[config.mk]
export PLATFORM = sky130hd
export DESIGN_NAME = etc_top
export DESIGN_NICKNAME = d
export VERILOG_FILES = /design/src/hw/etc_pkg.sv /design/src/hw/etc_top.sv /design/src/hw/etc_decoder.sv
export SDC_FILE = /design/constraint.sdc
export NUM_CORES = 1
export LEC_CHECK = 0
export ABC_AREA = 1
export BUFFER_PORTS_ARGS = -buffer_cell sky130_fd_sc_hd__buf_2
export CAP_MARGIN = 20
export CORE_MARGIN = 1
export CORE_UTILIZATION = 40
export CTS_CLUSTER_SIZE = 25
export DETAILED_ROUTE_END_ITERATION = 7
export PLACE_DENSITY = 0.67
export SLEW_MARGIN = 20
export SYNTH_ARGS = -nofsm -noshare
export SYNTH_HDL_FRONTEND = slang
export SYNTH_SLANG_ARGS = --single-unit
[constraint.sdc]
create_clock -name CLK -period 4.2 [get_ports CLK]
set_clock_uncertainty 0.2 [all_clocks]
set_input_delay 0.21 -clock CLK [delete_from_list [all_inputs] [get_ports CLK]]
set_output_delay 0.21 -clock CLK [all_outputs]
set_load 0.01 [all_outputs]
[src/hw/etc_pkg.sv]
// constants, register map and enumerations for the encoder tick counter
// assumes one 25 MHz clock, synchronous active-low reset, apb register access
//
// Functional notes
// - mode 0 quadrature default, 1 step/direction
// - quadrature counts every edge of either phase
// - step mode counts step rising edge by direction
// - direction status 0 up, 1 down
// - reset command clears the count
// - start lets ticks change the count
// - stop freezes count until next start or an open without the stay-stopped bit; clear or open still zeroes it
// - open starts counting unless told otherwise
// - wrap flag readable alongside the count
package etc_pkg;
  // ****************************************************************
  // register byte offsets
  // ****************************************************************
  localparam logic [7:0] ADDR_CTRL   = 8'h00; // mode, open, cmd bits
  localparam logic [7:0] ADDR_COUNT  = 8'h04; // tick count
  localparam logic [7:0] ADDR_STATUS = 8'h08; // run, dir, wrap
  localparam logic [7:0] ADDR_IRQ_ST = 8'h0c; // sticky events, w1c
  localparam logic [7:0] ADDR_IRQ_MK = 8'h10; // event mask

  // ****************************************************************
  // control register fields (command bits are write-only pulses)
  // ****************************************************************
  localparam int CTRL_MODE   = 0; // signal mode
  localparam int CTRL_OPEN   = 1; // open pulse
  localparam int CTRL_NOSTRT = 2; // with open: stay stopped
  localparam int CTRL_START  = 3; // start pulse
  localparam int CTRL_STOP   = 4; // stop pulse
  localparam int CTRL_CLEAR  = 5; // clear count pulse

  // status fields
  localparam int STAT_RUN  = 0;
  localparam int STAT_DIR  = 1;
  localparam int STAT_WRAP = 2;

  // event bits: 0 tick, 1 wrap
  localparam int EVT_TICK = 0;
  localparam int EVT_WRAP = 1;
  localparam int EVT_N    = 2;

  localparam logic MODE_QUAD = 1'b0; // default
  localparam logic MODE_STEP = 1'b1;

  localparam logic [31:0] RD_ZERO = 32'h0000_0000;
endpackage : etc_pkg

[src/hw/etc_top.sv]
// top of the encoder tick counter: apb slave, counter, status and interrupt
// assumes apb master on CLK, encoder pins sampled on CLK
//
// Implementation choices: the register addresses and the APB slave port.
`timescale 1ns/1ps
`default_nettype none
module etc_top (
  input  wire logic        CLK,      // 25 MHz system clock
  input  wire logic        RST_N,    // synchronous active-low reset
  input  wire logic        PSEL,     // apb select
  input  wire logic        PENABLE,  // apb access phase
  input  wire logic        PWRITE,   // apb direction
  input  wire logic [7:0]  PADDR,    // apb byte address
  input  wire logic [31:0] PWDATA,   // apb write data
  output logic      [31:0] PRDATA,   // apb read data
  output logic             PREADY,   // apb ready
  output logic             PSLVERR,  // apb error
  input  wire logic        ENC_A,    // phase a or step
  input  wire logic        ENC_B,    // phase b or direction
  output logic             IRQ       // level interrupt
);
  // ****************************************************************
  // state
  // ****************************************************************
  logic        mode_r;     // signal mode
  logic        run_r;      // counting enabled
  logic [31:0] count_r;    // tick count
  logic        dir_r;      // last direction
  logic        wrap_r;     // wrap flag
  logic [etc_pkg::EVT_N-1:0] ist_r; // sticky events
  logic [etc_pkg::EVT_N-1:0] imk_r; // mask
  logic        tick;       // decoded tick
  logic        down;       // decoded direction
  logic        wr_acc;     // write access edge
  logic        rd_acc;     // read access edge
  logic        hit;        // mapped address
  logic        cmd_open, cmd_start, cmd_stop, cmd_clr;
  logic        cnt_en;     // counting this cycle
  logic        wrap_ev;    // this tick wraps
  logic [etc_pkg::EVT_N-1:0] ev; // event vector
  logic [31:0] rd_nxt;     // read mux

  etc_decoder u_dec (
    .clk   (CLK),
    .rst_n (RST_N),
    .mode  (mode_r),
    .in_a  (ENC_A),
    .in_b  (ENC_B),
    .tick  (tick),
    .down  (down)
  );

  // ****************************************************************
  // apb decode: ready is registered, so access takes two cycles
  // ****************************************************************
  assign hit = PADDR == etc_pkg::ADDR_CTRL || PADDR == etc_pkg::ADDR_COUNT ||
               PADDR == etc_pkg::ADDR_STATUS || PADDR == etc_pkg::ADDR_IRQ_ST ||
               PADDR == etc_pkg::ADDR_IRQ_MK;
  assign wr_acc = PSEL & PENABLE & PREADY & PWRITE;
  assign rd_acc = PSEL & PENABLE & ~PREADY & ~PWRITE;
  assign cmd_open  = wr_acc && PADDR == etc_pkg::ADDR_CTRL && PWDATA[etc_pkg::CTRL_OPEN];
  assign cmd_start = wr_acc && PADDR == etc_pkg::ADDR_CTRL && PWDATA[etc_pkg::CTRL_START];
  assign cmd_stop  = wr_acc && PADDR == etc_pkg::ADDR_CTRL && PWDATA[etc_pkg::CTRL_STOP];
  assign cmd_clr   = wr_acc && PADDR == etc_pkg::ADDR_CTRL && PWDATA[etc_pkg::CTRL_CLEAR];

  // pready pulses one cycle in access phase
  always_ff @(posedge CLK) begin
    if (!RST_N) begin
      PREADY  <= 1'b0;
      PSLVERR <= 1'b0;
    end else begin
      PREADY  <= PSEL & PENABLE & ~PREADY;
      PSLVERR <= PSEL & PENABLE & ~PREADY & ~hit; // unmapped address
    end
  end

  // read mux
  always_comb begin
    rd_nxt = etc_pkg::RD_ZERO;
    unique case (PADDR)
      etc_pkg::ADDR_CTRL:   rd_nxt[etc_pkg::CTRL_MODE] = mode_r;
      etc_pkg::ADDR_COUNT:  rd_nxt = count_r;
      etc_pkg::ADDR_STATUS: begin
        rd_nxt[etc_pkg::STAT_RUN]  = run_r;
        rd_nxt[etc_pkg::STAT_DIR]  = dir_r;
        rd_nxt[etc_pkg::STAT_WRAP] = wrap_r;
      end
      etc_pkg::ADDR_IRQ_ST: rd_nxt[etc_pkg::EVT_N-1:0] = ist_r;
      etc_pkg::ADDR_IRQ_MK: rd_nxt[etc_pkg::EVT_N-1:0] = imk_r;
      default:              rd_nxt = etc_pkg::RD_ZERO;
    endcase
  end

  // read data registered with pready
  always_ff @(posedge CLK) begin
    if (!RST_N)
      PRDATA <= etc_pkg::RD_ZERO;
    else if (rd_acc)
      PRDATA <= rd_nxt;
  end

  // ****************************************************************
  // mode and run control
  // ****************************************************************
  // mode taken on open; quadrature after reset
  always_ff @(posedge CLK) begin
    if (!RST_N)
      mode_r <= etc_pkg::MODE_QUAD;
    else if (cmd_open)
      mode_r <= PWDATA[etc_pkg::CTRL_MODE];
  end

  // run flag: open starts unless told not to, stop wins over start
  always_ff @(posedge CLK) begin
    if (!RST_N)
      run_r <= 1'b0;
    else if (cmd_stop)
      run_r <= 1'b0;
    else if (cmd_open)
      run_r <= ~PWDATA[etc_pkg::CTRL_NOSTRT];
    else if (cmd_start)
      run_r <= 1'b1;
  end

  // ****************************************************************
  // counter, direction and wrap
  // ****************************************************************
  assign cnt_en  = run_r & tick;
  assign wrap_ev = cnt_en & (down ? count_r == 32'h0000_0000 : count_r == 32'hffff_ffff);

  // clear beats a same-cycle tick; modulo wrap
  always_ff @(posedge CLK) begin
    if (!RST_N)
      count_r <= 32'h0000_0000;
    else if (cmd_clr || cmd_open)
      count_r <= 32'h0000_0000;
    else if (cnt_en)
      count_r <= down ? count_r - 32'h0000_0001 : count_r + 32'h0000_0001;
  end

  // direction of latest counted tick
  always_ff @(posedge CLK) begin
    if (!RST_N)
      dir_r <= 1'b0;
    else if (cnt_en)
      dir_r <= down;
  end

  // wrap flag sticks until clear or open; a wrap in the same cycle wins
  always_ff @(posedge CLK) begin
    if (!RST_N)
      wrap_r <= 1'b0;
    else if (wrap_ev)
      wrap_r <= 1'b1;
    else if (cmd_clr || cmd_open)
      wrap_r <= 1'b0;
  end

  // ****************************************************************
  // interrupts: sticky w1c status, mask, level output
  // ****************************************************************
  assign ev[etc_pkg::EVT_TICK] = cnt_en;
  assign ev[etc_pkg::EVT_WRAP] = wrap_ev;

  genvar gi;
  generate
    for (gi = 0; gi < etc_pkg::EVT_N; gi++) begin : g_evt
      // set beats write-one clear
      always_ff @(posedge CLK) begin
        if (!RST_N)
          ist_r[gi] <= 1'b0;
        else if (ev[gi])
          ist_r[gi] <= 1'b1;
        else if (wr_acc && PADDR == etc_pkg::ADDR_IRQ_ST && PWDATA[gi])
          ist_r[gi] <= 1'b0;
      end
    end
  endgenerate

  // mask register
  always_ff @(posedge CLK) begin
    if (!RST_N)
      imk_r <= '0;
    else if (wr_acc && PADDR == etc_pkg::ADDR_IRQ_MK)
      imk_r <= PWDATA[etc_pkg::EVT_N-1:0];
  end

  // registered interrupt level, one cycle behind status
  always_ff @(posedge CLK) begin
    if (!RST_N)
      IRQ <= 1'b0;
    else
      IRQ <= |(ist_r & imk_r);
  end

  // ****************************************************************
  // checks
  // ****************************************************************
  property p_stop_hold;
    @(posedge CLK) disable iff (!RST_N)
      (!run_r && !cmd_clr && !cmd_open) |=> count_r == $past(count_r);
  endproperty
  a_stop_hold: assert property (p_stop_hold) else $error("count moved while stopped");

  property p_clear;
    @(posedge CLK) disable iff (!RST_N) cmd_clr |=> count_r == 32'h0000_0000;
  endproperty
  a_clear: assert property (p_clear) else $error("clear did not zero count");

  property p_count;
    @(posedge CLK) disable iff (!RST_N)
      (cnt_en && !cmd_clr && !cmd_open) |=>
        count_r == ($past(down) ? $past(count_r) - 32'h0000_0001 : $past(count_r) + 32'h0000_0001);
  endproperty
  a_count: assert property (p_count) else $error("count step wrong");

  property p_open_run;
    @(posedge CLK) disable iff (!RST_N)
      (cmd_open && !cmd_stop && !PWDATA[etc_pkg::CTRL_NOSTRT]) |=> run_r;
  endproperty
  a_open_run: assert property (p_open_run) else $error("open did not start");

  property p_dir;
    @(posedge CLK) disable iff (!RST_N) cnt_en |=> dir_r == $past(down);
  endproperty
  a_dir: assert property (p_dir) else $error("direction not updated");

  property p_wrap;
    @(posedge CLK) disable iff (!RST_N) wrap_ev |=> wrap_r ##1 1'b1;
  endproperty
  a_wrap: assert property (p_wrap) else $error("wrap flag not set");

  property p_mode;
    @(posedge CLK) disable iff (!RST_N) !cmd_open |=> mode_r == $past(mode_r);
  endproperty
  a_mode: assert property (p_mode) else $error("mode changed without open");

  property p_step;
    @(posedge CLK) disable iff (!RST_N)
      (mode_r == etc_pkg::MODE_STEP && tick) |->
        $past(ENC_A, 2) && !$past(ENC_A, 3) && down == $past(ENC_B, 2);
  endproperty
  a_step: assert property (p_step) else $error("step direction wrong");

  property p_quad;
    @(posedge CLK) disable iff (!RST_N)
      (mode_r == etc_pkg::MODE_QUAD &&
       ($past(ENC_A, 2) != $past(ENC_A, 3) || $past(ENC_B, 2) != $past(ENC_B, 3))) |-> tick;
  endproperty
  a_quad: assert property (p_quad) else $error("quadrature edge missed");

  // phase a moving counts up when it now differs from the old phase b level
  property p_quad_dir;
    @(posedge CLK) disable iff (!RST_N)
      (mode_r == etc_pkg::MODE_QUAD && tick && $past(ENC_A, 2) != $past(ENC_A, 3)) |->
        down == ($past(ENC_A, 2) == $past(ENC_B, 3));
  endproperty
  a_quad_dir: assert property (p_quad_dir) else $error("quadrature direction wrong");

  // open also zeroes the count
  property p_open_clear;
    @(posedge CLK) disable iff (!RST_N) cmd_open |=> count_r == 32'h0000_0000;
  endproperty
  a_open_clear: assert property (p_open_clear) else $error("open did not zero count");

  // open with the stay-stopped bit leaves the counter stopped
  property p_open_nostart;
    @(posedge CLK) disable iff (!RST_N)
      (cmd_open && PWDATA[etc_pkg::CTRL_NOSTRT]) |=> !run_r;
  endproperty
  a_open_nostart: assert property (p_open_nostart) else $error("open started counter");

  // start alone sets the run flag
  property p_start;
    @(posedge CLK) disable iff (!RST_N) (cmd_start && !cmd_stop && !cmd_open) |=> run_r;
  endproperty
  a_start: assert property (p_start) else $error("start did not run");

  // stop always drops the run flag
  property p_stop;
    @(posedge CLK) disable iff (!RST_N) cmd_stop |=> !run_r;
  endproperty
  a_stop: assert property (p_stop) else $error("stop did not halt");

  // counting up from the top of the range comes back to zero
  property p_wrap_up;
    @(posedge CLK) disable iff (!RST_N)
      (cnt_en && !down && count_r == 32'hffff_ffff && !cmd_clr && !cmd_open) |=> count_r == 32'h0000_0000;
  endproperty
  a_wrap_up: assert property (p_wrap_up) else $error("upward wrap wrong");
endmodule : etc_top
`default_nettype wire

[src/hw/etc_decoder.sv]
// tick decoder: synchronises encoder inputs and emits up/down ticks
// assumes inputs are already sampled on CLK; mode is quasi-static
`timescale 1ns/1ps
`default_nettype none
module etc_decoder (
  input  wire logic clk,      // system clock
  input  wire logic rst_n,    // synchronous active-low reset
  input  wire logic mode,     // 0 quadrature, 1 step/direction
  input  wire logic in_a,     // phase a or step
  input  wire logic in_b,     // phase b or direction
  output logic      tick,     // one-cycle count event
  output logic      down      // direction of that event
);
  // ****************************************************************
  // two-flop synchronisers plus one history stage
  // ****************************************************************
  logic [1:0] s1_r;   // first stage, read only by s2_r
  logic [1:0] s2_r;   // synchronised
  logic [1:0] prev_r; // previous synchronised value

  // sync chain
  always_ff @(posedge clk) begin
    if (!rst_n) begin
      s1_r   <= 2'h0;
      s2_r   <= 2'h0;
      prev_r <= 2'h0;
    end else begin
      s1_r   <= {in_b, in_a};
      s2_r   <= s1_r;
      prev_r <= s2_r;
    end
  end

  // ****************************************************************
  // edge decode
  // ****************************************************************
  always_comb begin
    tick = 1'b0;
    down = 1'b0;
    if (mode == etc_pkg::MODE_STEP) begin
      // rising step edge, direction level picks sign
      tick = s2_r[0] & ~prev_r[0];
      down = s2_r[1];
    end else begin
      // any edge on a or b counts
      tick = (s2_r[0] ^ prev_r[0]) | (s2_r[1] ^ prev_r[1]);
      // a leading b counts up: new a differs from old b when a moved
      if (s2_r[0] ^ prev_r[0])
        down = s2_r[0] == prev_r[1];
      else
        down = s2_r[1] != prev_r[0];
    end
  end
endmodule : etc_decoder
`default_nettype wire

==> results.md, run 1 <==
- The flow ran to the end, and the final reports show no timing, DRC or antenna violations.
- Across all hold checks on the routed design, the worst slack comes to 12.6 ps.
- Synthesis instantiated 38 different standard cells from the library.
- The internal power of the cells totals 0.00129 W.
- The worst flop-to-flop path startpoint is u_dec.prev_r[0]$_SDFF_PN0_.
- Yosys mapped a number of flops with a built-in enable equal to 0.
- The depth of the worst register-to-register path is 18.
- The synthesized netlist cell count is 979.
- After floorplanning, the core was divided into 43 placement rows.
- The actual transition at the worst max-transition pin is 1010 ps.
- The routed layout has 5829 vias.
- The min-delay analysis places its worst path in the category in -> reg.
- The routability congestion estimate from global placement is 0.880.
- The total of flip-flops plus latches after synthesis is 81.
- The maximum operating frequency is 306 MHz.
- After synthesis, the share of flip-flops with an asynchronous set or reset is 0%.
- Synthesis produced a netlist with a net count of 1061.
- The portion of total power attributed to combinational logic is 12.8%.
- Registers are responsible for 44.8% of the overall power.
- The layout has 1497 filler cells.
- The part of the cycle the worst path needs is 77.8%.
- The initial DRC count is 367.
- The data required time at the worst endpoint is 4230 ps.
- The classification of the worst setup path is reg -> reg.
- For this design the static power due to leakage is 3.65 nW.
- The number of max-slew violations in the final report is 0.
- The H-tree depth reported by CTS is 3.
- The area share of the largest cell type after synthesis is 27.6%.
- The worst path arrival time is 3290 ps.
- Yosys printed 0 warnings.
- In this run the count of I/O pins placed on the die edge is 82.
- Setup repair after global routing left no endpoint under its margin.
- The routed design has 15200 um of wire.
- The starting utilization of the core area is 41.7%.
- The maximum number of pins on one net before global-route repair is 65.
- The overall routing resource usage is 21.0%.
- Clock latency on the worst-skew pair, taken at its later pin, is 340 ps.
- In this run the register-to-register setup slack is 930 ps.
- The number of global-route vias before repair is 5249.
- The vertical extent of the die is 123 um.
- After detailed routing, the number of vias per cell comes to 4.81.
- The launching element of the worst setup path is u_dec.prev_r[0]$_SDFF_PN0_.
- The max-slew headroom at the worst pin is 32.4%.
- The fraction of layout instances using a drive strength above 1 is 9.58%.
- The number of maximum-capacitance constraint violations is 0.
- Before antenna repair, the detailed router went through 5 iterations.
- The worst hold path passes through 3 cells.
- Detailed placement ended at an HPWL of 11500 um.
- Overall power consumption after layout is estimated at 0.00177 W.
- The worst-case IR drop observed on VDD is 0.000156 V.
- Gates resized during post-CTS repair numbered 0.
- The worst setup path is captured at a flip-flop.
- At the end of the flow, the number of nets in the layout was 1110.
- Summing all flip-flop and latch instances after layout gives 0.00162 mm2.
- In the routed design, unresolved DRC markers number 0.
- The clock sink count is 81.
- The largest buffer count on any clock path is 2.
- The clock root buffer master is sky130_fd_sc_hd__clkbuf_16.
- The horizontal extent of the die is 123 um.
- The worst register-to-register path ends at count_r[20]$_SDFFE_PP0P_.
- The kind of start point of the critical path is a flip-flop.
- The capture point of the worst path is count_r[20]$_SDFFE_PP0P_.
- The number of hold violations in the final report was 0.
- The biggest area contributor in the post-synthesis netlist is sky130_fd_sc_hd__dfxtp_1.
- The power density over the cells is 270 mW/mm2.
- The TritonCTS clock tree is yes.
- The area enclosed by the die boundary is 0.0152 mm2.
- The most used flip-flop cell after synthesis is sky130_fd_sc_hd__dfxtp_1.
- The switching power summed over all nets is 0.000487 W.
- 0 antenna diodes ended up in the layout.
- The count of final setup violators is 0.
- Of the total power, the clock network draws 42.4%.
- The final period demand of the worst path is 3270 ps.
- By instance count, the leading cell after synthesis is sky130_fd_sc_hd__nand2_1.
- Buffers placed on the I/O ports in this run total 55.
- The combined area of the multi-input logic cells is 0.00338 mm2.
- Ranked by total cell area, the synthesized netlist is headed by sky130_fd_sc_hd__dfxtp_1 (28%), sky130_fd_sc_hd__nand2_1 (20%), sky130_fd_sc_hd__inv_1 (12%), sky130_fd_sc_hd__ha_1 (7.2%), sky130_fd_sc_hd__a21oi_1 (6.3%).
- The switching part of the total is 27.4%.
- The area growth from synthesis to layout is 12.0%.
- Timing analysis after detailed placement gives a worst setup slack of 964 ps.
- Once detail routing completed, the nets flagged for antenna violations numbered 0.
- The CTS clock-pin slew for the worst setup and hold paths is 70 ps.
- Summing the sequential cell areas from Yosys gives 27.6% of the chip area.
- The wire length per cell is 12.5 um.
- A synthesized cell averages 6.00 um2.
- The setup slack after layout is 934 ps.
- The largest fanout of any net on the critical path is 34.
- The first-pass GRT wire length is 25000 um.
- The mapped netlist covers 0.00587 mm2.
- The number of antenna violations at the first check in global routing came to 0.
- The floorplan step defined a core boundary enclosing 0.0141 mm2.
- Global routing finished with a remaining overflow of 0.
- Counting instances in the post-synthesis netlist gives the leading cell types as sky130_fd_sc_hd__nand2_1 (309), sky130_fd_sc_hd__inv_1 (189), sky130_fd_sc_hd__dfxtp_1 (81), sky130_fd_sc_hd__nor2_1 (81), sky130_fd_sc_hd__a21oi_1 (74).
- Summed over all failing endpoints, the final setup total negative slack is 0 ps.
- The total clock buffers created by CTS is 9.
==> worst min path at each step <==
stage	from	to	slack [ps]
5_1_grt	PWDATA[0]	ist_r[0]$_SDFFE_PN0P_	30
6_report	PWDATA[0]	imk_r[0]$_SDFFE_PN0P_	10
3_3_place_gp	ENC_B	u_dec.s1_r[1]$_SDFF_PN0_	200
4_1_cts	PWDATA[0]	ist_r[0]$_SDFFE_PN0P_	6
2_1_floorplan	ENC_A	u_dec.s1_r[0]$_SDFF_PN0_	110
3_5_place_dp	ENC_B	u_dec.s1_r[1]$_SDFF_PN0_	200
==> power groups by stage <==
| stage | combinational, W | sequential (W) | clock, W |
|---|---|---|---|
| finish | 0.000228 | 0.000794 | 0.000752 |
| global route | 0.000261 | 0.000796 | 0.000792 |
| CTS | 0.000228 | 0.000794 | 0.000758 |
| detailed placement | 0.000224 | 0.000811 | 0 |
| global placement | 0.000222 | 0.000811 | 0 |
| floorplan | 0.000151 | 0.000818 | 0 |
==> flip-flops by register name, summed over array words and instances (netlist names) <==
register,count
IRQ,1
PRDATA,32
PREADY,1
PSLVERR,1
count_r,32
dir_r,1
imk_r,2
ist_r,2
mode_r,1
run_r,1
u_dec.prev_r,2
u_dec.s1_r,2
u_dec.s2_r,2
wrap_r,1
==> cell families after synthesis <==
| kind of cell | share of synthesized area [%] |
|---|---|
| XOR/XNOR | 2.09 |
| buffers and inverters | 14.9 |
| adder cells (fa/ha/maj) | 7.58 |
| AO/OA/AOI/OAI | 13.2 |
| AND/OR/NAND/NOR | 34.7 |
| flip-flops | 27.6 |
==> layout make-up <==
type,instances,share of cell area (%)
Multi-Input combinational cell,681,51.4
Sequential cell,81,24.7
Inverter,193,11.0
Timing Repair Buffer,62,5.14
Clock buffer,10,3.63
Tap cell,180,3.42
Clock inverter,6,0.761
==> per-stage QoR <==
| step | instances | utilization [%] | cell area (um2) |
|---|---|---|---|
| after floorplan | 979 | - | 5870 |
| after global placement | 1193 | 44.3 | 6250 |
| after detailed placement | 1193 | 44.3 | 6250 |
| after CTS | 1213 | 46.7 | 6580 |
| after global routing | 1213 | 46.7 | 6580 |
| final | 1213 | 46.7 | 6580 |
==> worst max-delay path: stages, from the launching register on <==
cell and delay (ps):
sky130_fd_sc_hd__dfxtp_1 330, sky130_fd_sc_hd__inv_1 50, sky130_fd_sc_hd__ha_1 300, sky130_fd_sc_hd__nand2_1 80, sky130_fd_sc_hd__nand3b_1 150, sky130_fd_sc_hd__nand3_1 110
sky130_fd_sc_hd__inv_1 70, sky130_fd_sc_hd__buf_4 370, sky130_fd_sc_hd__ha_1 370, sky130_fd_sc_hd__nand2_1 120, sky130_fd_sc_hd__inv_1 60, sky130_fd_sc_hd__a21oi_1 200
sky130_fd_sc_hd__nand3_1 190, sky130_fd_sc_hd__nand2_1 120, sky130_fd_sc_hd__nand2_1 50, sky130_fd_sc_hd__nand2_1 50, sky130_fd_sc_hd__nand3_1 140, sky130_fd_sc_hd__nand2_1 130
sky130_fd_sc_hd__inv_1 50
==> layer usage <==
metal	vias to the layer above	routed length, um	global-route usage, %
met5	-	0	0
met1	2557	7640	28.2
met3	15	603	2.26
met4	0	201	5.20
met2	118	6730	35.7
li1	3139	-	-
==> layout by cell type, fill, tap and decap left out, types with 2 or more instances in the layout <==
cell type	instances
sky130_fd_sc_hd__ha_1	34
sky130_fd_sc_hd__xor2_1	11
sky130_fd_sc_hd__nand2_1	309
sky130_fd_sc_hd__inv_1	189
sky130_fd_sc_hd__xnor2_1	3
sky130_fd_sc_hd__a211oi_1	4
sky130_fd_sc_hd__o21bai_1	3
sky130_fd_sc_hd__clkinvlp_4	2
sky130_fd_sc_hd__buf_2	55
sky130_fd_sc_hd__inv_2	4
sky130_fd_sc_hd__nand3_1	51
sky130_fd_sc_hd__nand4_1	14
sky130_fd_sc_hd__nor3_1	9
sky130_fd_sc_hd__nand2_2	6
sky130_fd_sc_hd__nand3_2	2
sky130_fd_sc_hd__nor4_1	4
sky130_fd_sc_hd__dlygate4sd3_1	4
sky130_fd_sc_hd__inv_6	2
sky130_fd_sc_hd__a31oi_1	2
sky130_fd_sc_hd__o21ai_1	12
sky130_fd_sc_hd__a21oi_2	3
sky130_fd_sc_hd__buf_4	3
sky130_fd_sc_hd__nor2_1	81
sky130_fd_sc_hd__clkinv_4	2
sky130_fd_sc_hd__dfxtp_1	81
sky130_fd_sc_hd__clkbuf_16	9
sky130_fd_sc_hd__o21ai_0	44
sky130_fd_sc_hd__a21oi_1	74
sky130_fd_sc_hd__nor2_2	4
==> timing repair <==
| item | CTS | global route |
|---|---|---|
| hold buffers | 4 | 0 |
| buffers inserted | 0 | 0 |
| endpoints found under the hold margin | 3 | 0 |
Note: power is estimated with default switching activity, not from simulation.
==> run 2: changes to the inputs <==
PLACE_DENSITY = 0.69   (was 0.67)
clock period = 2.95 ns   (was 4.2 ns; I/O delays follow)
==> run 2 against run 1 <==
Hold slack lost 5.1 ps. Largest cell class unchanged. Critical endpoint is now count_r[24]$_SDFFE_PP0P_. Non-clock buffer count grew 26. Sequential cell count is the same. Setup slack lost 900 ps.
==> results.md, run 2 (synthesis gave the netlist of run 1 again) <==
- The depth of the worst register-to-register path is 17 (was 18).
- The combined area of the multi-input logic cells was 0.00367 mm2 (was 0.00338 mm2).
- The vias after detailed routing was 5988 (was 5829).
- The number of I/O port buffers is 55 (unchanged).
- The horizontal extent of the die is 123 um (unchanged).
- The total clock buffers created by CTS is 9 (unchanged).
- The max-slew headroom at the worst pin is 66.4% (was 32.4%).
- The post-route antenna net violation count is 0 (unchanged).
- The routability congestion estimate from global placement is 0.894 (was 0.880).
- The endpoint kind of the worst setup timing path is a flip-flop (unchanged).
- The actual transition at the worst max-transition pin is 503 ps (was 1010 ps).
- The worst path arrival time is 2960 ps (was 3290 ps).
- The fraction of layout instances using a drive strength above 1 is 17.4% (was 9.58%).
- The part of the cycle the worst path needs came to 98.7% (was 77.8%).
- The number of antenna violations at the first check in global routing is 0 (unchanged).
- The final routed DRC violation total is 0 (unchanged).
- The area growth from synthesis to layout was 21.4% (was 12.0%).
- The total detailed-routing wirelength is 15800 um (was 15200 um).
- The area enclosed by the die boundary came to 0.0152 mm2 (unchanged).
- The register-to-register path setup slack is 40 ps (was 930 ps).
- The count of final setup violators was 0 (unchanged).
- The data required time at the worst endpoint is 3000 ps (was 4230 ps).
- The total I/O pin count came to 82 (unchanged).
- The number of hold violations in the final report was 0 (unchanged).
- The worst flop-to-flop path startpoint is u_dec.prev_r[0]$_SDFF_PN0_ (unchanged).
- Registers with the highest flip-flop counts: PRDATA x32, count_r x32 (unchanged).
- The number of filler cells placed in the layout is 1413 (was 1497).
- The number of antenna repair diodes is 0 (unchanged).
- The HPWL reported at the end of detailed placement is 11600 um (was 11500 um).
- The endpoint of the lowest-slack register-to-register path is count_r[24]$_SDFFE_PP0P_ (was count_r[20]$_SDFFE_PP0P_).
- The final period demand of the worst path is 2910 ps (was 3270 ps).
- The wire length per cell is 12.7 um (was 12.5 um).
- The class of the tightest hold or removal check is in -> reg (unchanged).
- The number of maximum-capacitance constraint violations is 0 (unchanged).
- The launching element of the worst setup path was u_dec.prev_r[0]$_SDFF_PN0_ (unchanged).
- The clock root buffer master is sky130_fd_sc_hd__clkbuf_16 (unchanged).
- The largest buffer count on any clock path is 2 (unchanged).
- The leakage power summed over all cells is 3.81 nW (was 3.65 nW).
- The area after detailed placement is 0.00643 mm2 (was 0.00625 mm2).
- The TritonCTS clock tree is yes (unchanged).
- The clock sink count was 81 (unchanged).
- The average vias per placed instance is 4.83 (was 4.81).
- The power density over the cells is 379 mW/mm2 (was 270 mW/mm2).
- The number of global-route vias before repair is 5306 (was 5249).
- The post-placement worst setup slack is -18.3 ps (was 964 ps).
- The starting utilization of the core area is 41.7% (unchanged).
- The kind of start point of the critical path is a flip-flop (unchanged).
- The largest fanout of any net on the critical path is 10 (was 34).
- The capture point of the worst path is count_r[24]$_SDFFE_PP0P_ (was count_r[20]$_SDFFE_PP0P_).
- The overall routing resource usage is 21.0% (about the same).
- The layout net count is 1136 (was 1110).
- The peak ir drop on the vdd network is 0.000253 V (was 0.000156 V).
- The setup slack after layout is 37.9 ps (was 934 ps).
- The overall overflow remaining after global route is 0 (unchanged).
- The maximum operating frequency is 343 MHz (was 306 MHz).
- The vertical extent of the die is 123 um (unchanged).
- The H-tree depth reported by CTS is 3 (unchanged).
- The classification of the worst setup path is reg -> reg (unchanged).
- The final design area excluding fillers came to 0.00713 mm2 (was 0.00658 mm2).
- The number of cell rows is 43 (unchanged).
- Most used cells in the layout excluding fill and tap cells: sky130_fd_sc_hd__nand2_1 (293), sky130_fd_sc_hd__inv_1 (187), sky130_fd_sc_hd__dfxtp_1 (80) (was sky130_fd_sc_hd__nand2_1 (309), sky130_fd_sc_hd__inv_1 (189), sky130_fd_sc_hd__dfxtp_1 (81), sky130_fd_sc_hd__nor2_1 (81), sky130_fd_sc_hd__a21oi_1 (74)).
- The number of max-slew violations in the final report was 0 (unchanged).
- The CTS clock-pin slew for the worst setup and hold paths is 60 ps (was 70 ps).
- Setup repair after global routing missed its margin: true (was false).
- The combined flip-flop and latch cell area is 0.00162 mm2 (about the same).
- The cell count of the worst hold path is 5 (was 3).
- The area of the core is 0.0141 mm2 (unchanged).
- The number of iterations in the first detailed-routing pass is 5 (unchanged).
- The initial DRC count came to 434 (was 367).
- The smallest hold slack came to 7.52 ps (was 12.6 ps).
- The clock network latency to the later pin of the worst-skew pair is 350 ps (was 340 ps).
- The first-pass GRT wire length was 24900 um (was 25000 um).
- The maximum number of pins on one net before global-route repair is 47 (was 65).
- Outcome: finished, final reports clean (unchanged).
- The commonest non-fill, non-tap cell in the layout is sky130_fd_sc_hd__nand2_1 (unchanged).
[run 2: worst min path at each step]
stage | to | from
floorplan | u_dec.s1_r[0]$_SDFF_PN0_ | ENC_A
global placement | u_dec.s1_r[1]$_SDFF_PN0_ | ENC_B
detailed placement | u_dec.s1_r[0]$_SDFF_PN0_ | ENC_A
CTS | PREADY$_SDFF_PN0_ | PENABLE
global route | PRDATA[17]$_SDFFE_PN0P_ | PWRITE
finish | PREADY$_SDFF_PN0_ | PENABLE
[run 2: layer usage]
metal / global-route usage (%) / wire length (um) / vias up
li1: - / - / 3200
met1: 28.0 / 7690 / 2654
met2: 35.3 / 7200 / 121
met3: 2.68 / 676 / 13
met4: 6.40 / 202 / 0
met5: 0 / 0 / -
[run 2: timing repair]
item,4_1_cts,5_1_grt
setup endpoints to repair,9,26
buffers inserted,0,1
hold buffers,6,0
resized for setup,14,52
cloned,0,1
pin swaps,1,3
hold endpoints to repair,8,0
[run 2: critical path: stages (launching register included)]
cell                       delay (ps)
sky130_fd_sc_hd__dfxtp_2          330
sky130_fd_sc_hd__inv_1             50
sky130_fd_sc_hd__ha_1             300
sky130_fd_sc_hd__nand2_1           70
sky130_fd_sc_hd__nand3b_1         190
sky130_fd_sc_hd__nand3_2          120
sky130_fd_sc_hd__inv_4             70
sky130_fd_sc_hd__buf_12           150
sky130_fd_sc_hd__ha_2             380
sky130_fd_sc_hd__nand2_1          120
sky130_fd_sc_hd__nor2_2           210
sky130_fd_sc_hd__nand2_1          100
sky130_fd_sc_hd__nor2_1           110
sky130_fd_sc_hd__nand2_1           90
sky130_fd_sc_hd__nand4_1          110
sky130_fd_sc_hd__nand3_1          100
sky130_fd_sc_hd__nand2_1           70
sky130_fd_sc_hd__inv_1             30
[run 2: power breakdown]
part / switching [W] / total, W / leakage, nW / internal (W)
clock network: 0.000477 / 0.00116 / 0.149 / 0.000682
logic: 0.000242 / 0.000412 / 3.01 / 0.000170
registers: 0.0000123 / 0.00113 / 0.657 / 0.00112
[run 2: metrics by stage]
stage               total power, W  instances  util (%)  setup TNS [ps]
finish                     0.00270       1239      50.6               0
global route               0.00282       1239      50.6           -1230
CTS                        0.00268       1237      48.9            -126
detailed placement         0.00150       1215      45.6           -18.3
global placement           0.00150       1215      45.6               0
floorplan                  0.00138        979         -           -3480
[run 2: area by class of cell]
type                       instances  share of cell area, %
clock inverter                     6                  0.913
multi-input combinational        681                   51.5
sequential                        81                   22.8
inverter                         193                   10.2
timing repair buffer              88                   8.07
clock buffer                      10                   3.35
tap                              180                   3.16
==> run 3: changes to the inputs <==
PLACE_DENSITY = unset   (was 0.69)
PLACE_DENSITY_LB_ADDON = 0.3   (was unset)
clock period = 2.9 ns   (was 2.95 ns; I/O delays follow)
==> run 3 against run 2 <==
Global-route usage up 1.3 points. Sequential share of layout area shrank 0.64 points. First-iteration DRC count fell by 10%. Clock power about the same. Design area increased by 2.9%. Core utilization increased by 1.5 points. Combinational power rose by 12%. Maximum frequency fell by 3.5%. Final cell count grew 1.4%. The run now ends with negative setup slack left. Critical path depth is 2 higher. Die area stayed put. Register-to-register slack worse by 160 ps.
==> results.md, run 3 (synthesis gave the netlist of run 1 again) <==
- The vias after detailed routing is 6089 (was 5988).
- The number of instances in the placed design was 1232 (was 1215).
- The final design area excluding fillers is 0.00734 mm2 (was 0.00713 mm2).
- The endpoint kind of the worst setup timing path is a flip-flop (unchanged).
- The depth of the worst register-to-register path is 19 (was 17).
- The clock root buffer master is sky130_fd_sc_hd__clkbuf_16 (unchanged).
- The peak ir drop on the vdd network is 0.000285 V (was 0.000253 V).
- The maximum number of pins on one net before global-route repair came to 47 (unchanged).
- The post-placement worst setup slack came to -115 ps (was -18.3 ps).
- The area enclosed by the die boundary is 0.0152 mm2 (unchanged).
- The setup slack after layout is -118 ps (was 37.9 ps).
- The max-slew headroom at the worst pin is 60.5% (was 66.4%).
- The number of cell rows is 43 (unchanged).
- The actual transition at the worst max-transition pin is 591 ps (was 503 ps).
- The portion of total power attributed to combinational logic was 16.5% (was 15.3%).
- The register-to-register path setup slack was -120 ps (was 40 ps).
- The commonest non-fill, non-tap cell in the layout is sky130_fd_sc_hd__nand2_1 (unchanged).
- The class of the tightest hold or removal check is in -> reg (unchanged).
- The kind of cell adding the most delay to the critical path is simple AND/OR/NAND/NOR gates (unchanged).
- The final routed DRC violation total is 0 (unchanged).
- The clock network power share came to 42.3% (was 42.9%).
- The part of the cycle the worst path needs was 104% (was 98.7%).
- The number of iterations in the first detailed-routing pass is 5 (unchanged).
- The switching part of the total came to 27.3% (was 27.1%).
- Critical path cell sequence: inv_1, ha_1, nand2_1, nand3b_1, nand3_2, clkinvlp_4, clkbuf_16, ha_4, nand2_1, inv_1, nand2_1, nor3_1, nand2_1, nand2_2, nand2_1, nand3_1, nand3_1, nand2_1, inv_1 (was inv_1, ha_1, nand2_1, nand3b_1, nand3_2, inv_4, buf_12, ha_2, nand2_1, nor2_2, nand2_1, nor2_1, nand2_1, nand4_1, nand3_1, nand2_1, inv_1).
- The number of antenna violations at the first check in global routing was 0 (unchanged).
- The power density over the cells is 381 mW/mm2 (was 379 mW/mm2).
- The TritonCTS clock tree is yes (unchanged).
- The number of maximum-capacitance constraint violations is 0 (unchanged).
- The final period demand of the worst path was 3020 ps (was 2910 ps).
- The count of non-filler cells in the finished layout came to 1256 (was 1239).
- The number of I/O port buffers is 55 (unchanged).
- The total I/O pin count is 82 (unchanged).
- The worst path arrival time was 3080 ps (was 2960 ps).
- The largest fanout of any net on the critical path is 17 (was 10).
- The overall overflow remaining after global route came to 0 (unchanged).
- The clock network latency to the later pin of the worst-skew pair is 350 ps (about the same).
- The initial DRC count is 389 (was 434).
- The vertical extent of the die is 123 um (unchanged).
- The cell internal power dissipation is 0.00203 W (was 0.00197 W).
- The most common cell type on the critical path is sky130_fd_sc_hd__nand2_1 (unchanged).
- The first-pass GRT wire length is 26400 um (was 24900 um).
- The switching power summed over all nets is 0.000762 W (was 0.000731 W).
- Most used cells in the layout excluding fill and tap cells: sky130_fd_sc_hd__nand2_1 (287), sky130_fd_sc_hd__inv_1 (188), sky130_fd_sc_hd__dfxtp_1 (80) (was sky130_fd_sc_hd__nand2_1 (293), sky130_fd_sc_hd__inv_1 (187), sky130_fd_sc_hd__dfxtp_1 (80)).
- The fraction of layout instances using a drive strength above 1 is 19.2% (was 17.4%).
- The horizontal extent of the die is 123 um (unchanged).
- The maximum operating frequency is 331 MHz (was 343 MHz).
- The final reports fail on negative setup slack.
- The number of cells on the critical path is 19 (was 17).
- The worst-path cell with the longest stage delay was sky130_fd_sc_hd__dfxtp_2 (was sky130_fd_sc_hd__ha_2).
- The starting utilization of the core area is 41.7% (unchanged).
- The H-tree depth reported by CTS is 3 (unchanged).
- The average vias per placed instance is 4.85 (was 4.83).
- The utilization after layout is 52.0% (was 50.6%).
- The CTS clock-pin slew for the worst setup and hold paths is 70 ps (was 60 ps).
- The overall routing resource usage is 22.3% (was 21.0%).
- The critical path buffer and inverter count is 5 (was 4).
- The kind of start point of the critical path is a flip-flop (unchanged).
- The HPWL reported at the end of detailed placement is 11800 um (was 11600 um).
- The post-route antenna net violation count was 0 (unchanged).
- The register share of total power is 41.1% (was 41.9%).
- The number of global-route vias before repair was 5531 (was 5306).
- The area after detailed placement was 0.00661 mm2 (was 0.00643 mm2).
- The routability congestion estimate from global placement is 0.887 (was 0.894).
- The total detailed-routing wirelength came to 16200 um (was 15800 um).
- The clock sink count was 81 (unchanged).
- Setup repair after global routing missed its margin: true (unchanged).
- The count of final setup violators is 14 (was 0).
- The cell count of the worst hold path was 4 (was 5).
- The biggest cell delay along the critical path is 320 ps (was 380 ps).
- The leakage power summed over all cells is 3.88 nW (was 3.81 nW).
- The layout net count is 1153 (was 1136).
- The data required time at the worst endpoint is 2960 ps (was 3000 ps).
- Outcome: complete, but fails checks (was finished, final reports clean).
- The number of max-slew violations in the final report is 0 (unchanged).
- The largest buffer count on any clock path is 2 (unchanged).
- Registers with the highest flip-flop counts: PRDATA x32, count_r x32 (unchanged).
- The classification of the worst setup path is reg -> reg (unchanged).
- The area of the core is 0.0141 mm2 (unchanged).
- The wire length per cell was 12.9 um (was 12.7 um).
- The number of hold violations in the final report came to 0 (unchanged).
- The total power of the final layout is 0.00280 W (was 0.00270 W).
- The area growth from synthesis to layout is 24.9% (was 21.4%).
- The total clock buffers created by CTS is 9 (unchanged).
- The number of antenna repair diodes is 0 (unchanged).
==> run 3: final timing paths <==
check / from / end
hold reg to reg: u_dec.s1_r[1]$_SDFF_PN0_ / u_dec.s2_r[1]$_SDFF_PN0_
setup reg to reg: u_dec.prev_r[0]$_SDFF_PN0_ / count_r[22]$_SDFFE_PP0P_
setup / recovery: u_dec.prev_r[0]$_SDFF_PN0_ / count_r[22]$_SDFFE_PP0P_
hold / removal: PADDR[2] / PSLVERR$_SDFF_PN0_
==> run 3: timing repair <==
item | CTS | global route
hold buffers | 7 | 0
cloned | 0 | 1
hold endpoints to repair | 8 | 0
pin swaps | 0 | 1
gates resized for setup | 21 | 45
setup endpoints to repair | 21 | 26
setup buffers | 0 | 0
==> run 3: routing by layer <==
metal / routed length, um / up-vias / track usage, %
met4: 263 / 0 / 8.28
met1: 7900 / 2696 / 30.3
met2: 7200 / 154 / 36.5
met5: 0 / - / 0
met3: 885 / 17 / 2.21
li1: - / 3222 / -
==> run 3: worst min-delay path: stages <==
cell,delay (ps)
sky130_fd_sc_hd__buf_2,120
sky130_fd_sc_hd__nand3_1,100
sky130_fd_sc_hd__nand4_1,100
sky130_fd_sc_hd__nor3_1,50
==> run 3: cell type report <==
class	count	area, um2
Clock inverter	4	52.6
Timing Repair Buffer	105	698
Multi-Input combinational cell	681	3760
Sequential cell	81	1620
Fill cell	1441	6760
Tap cell	180	225
Clock buffer	12	246
Inverter	193	728
==> run 3: power groups by stage <==
stage	logic (W)	clock network [W]	registers, W
after floorplan	0.000228	0	0.00119
after global placement	0.000386	0	0.00117
after detailed placement	0.000390	0	0.00117
after CTS	0.000419	0.00120	0.00115
after global routing	0.000510	0.00124	0.00115
final	0.000462	0.00118	0.00115
==> run 3: metrics by stage <==
step                      hold WS [ps]  setup TNS, ps
after detailed placement           134          -1140
after global routing              43.3          -4370
final                             6.85          -1090
after CTS                         2.78           -507
after floorplan                   42.6          -5090
after global placement             130           -382
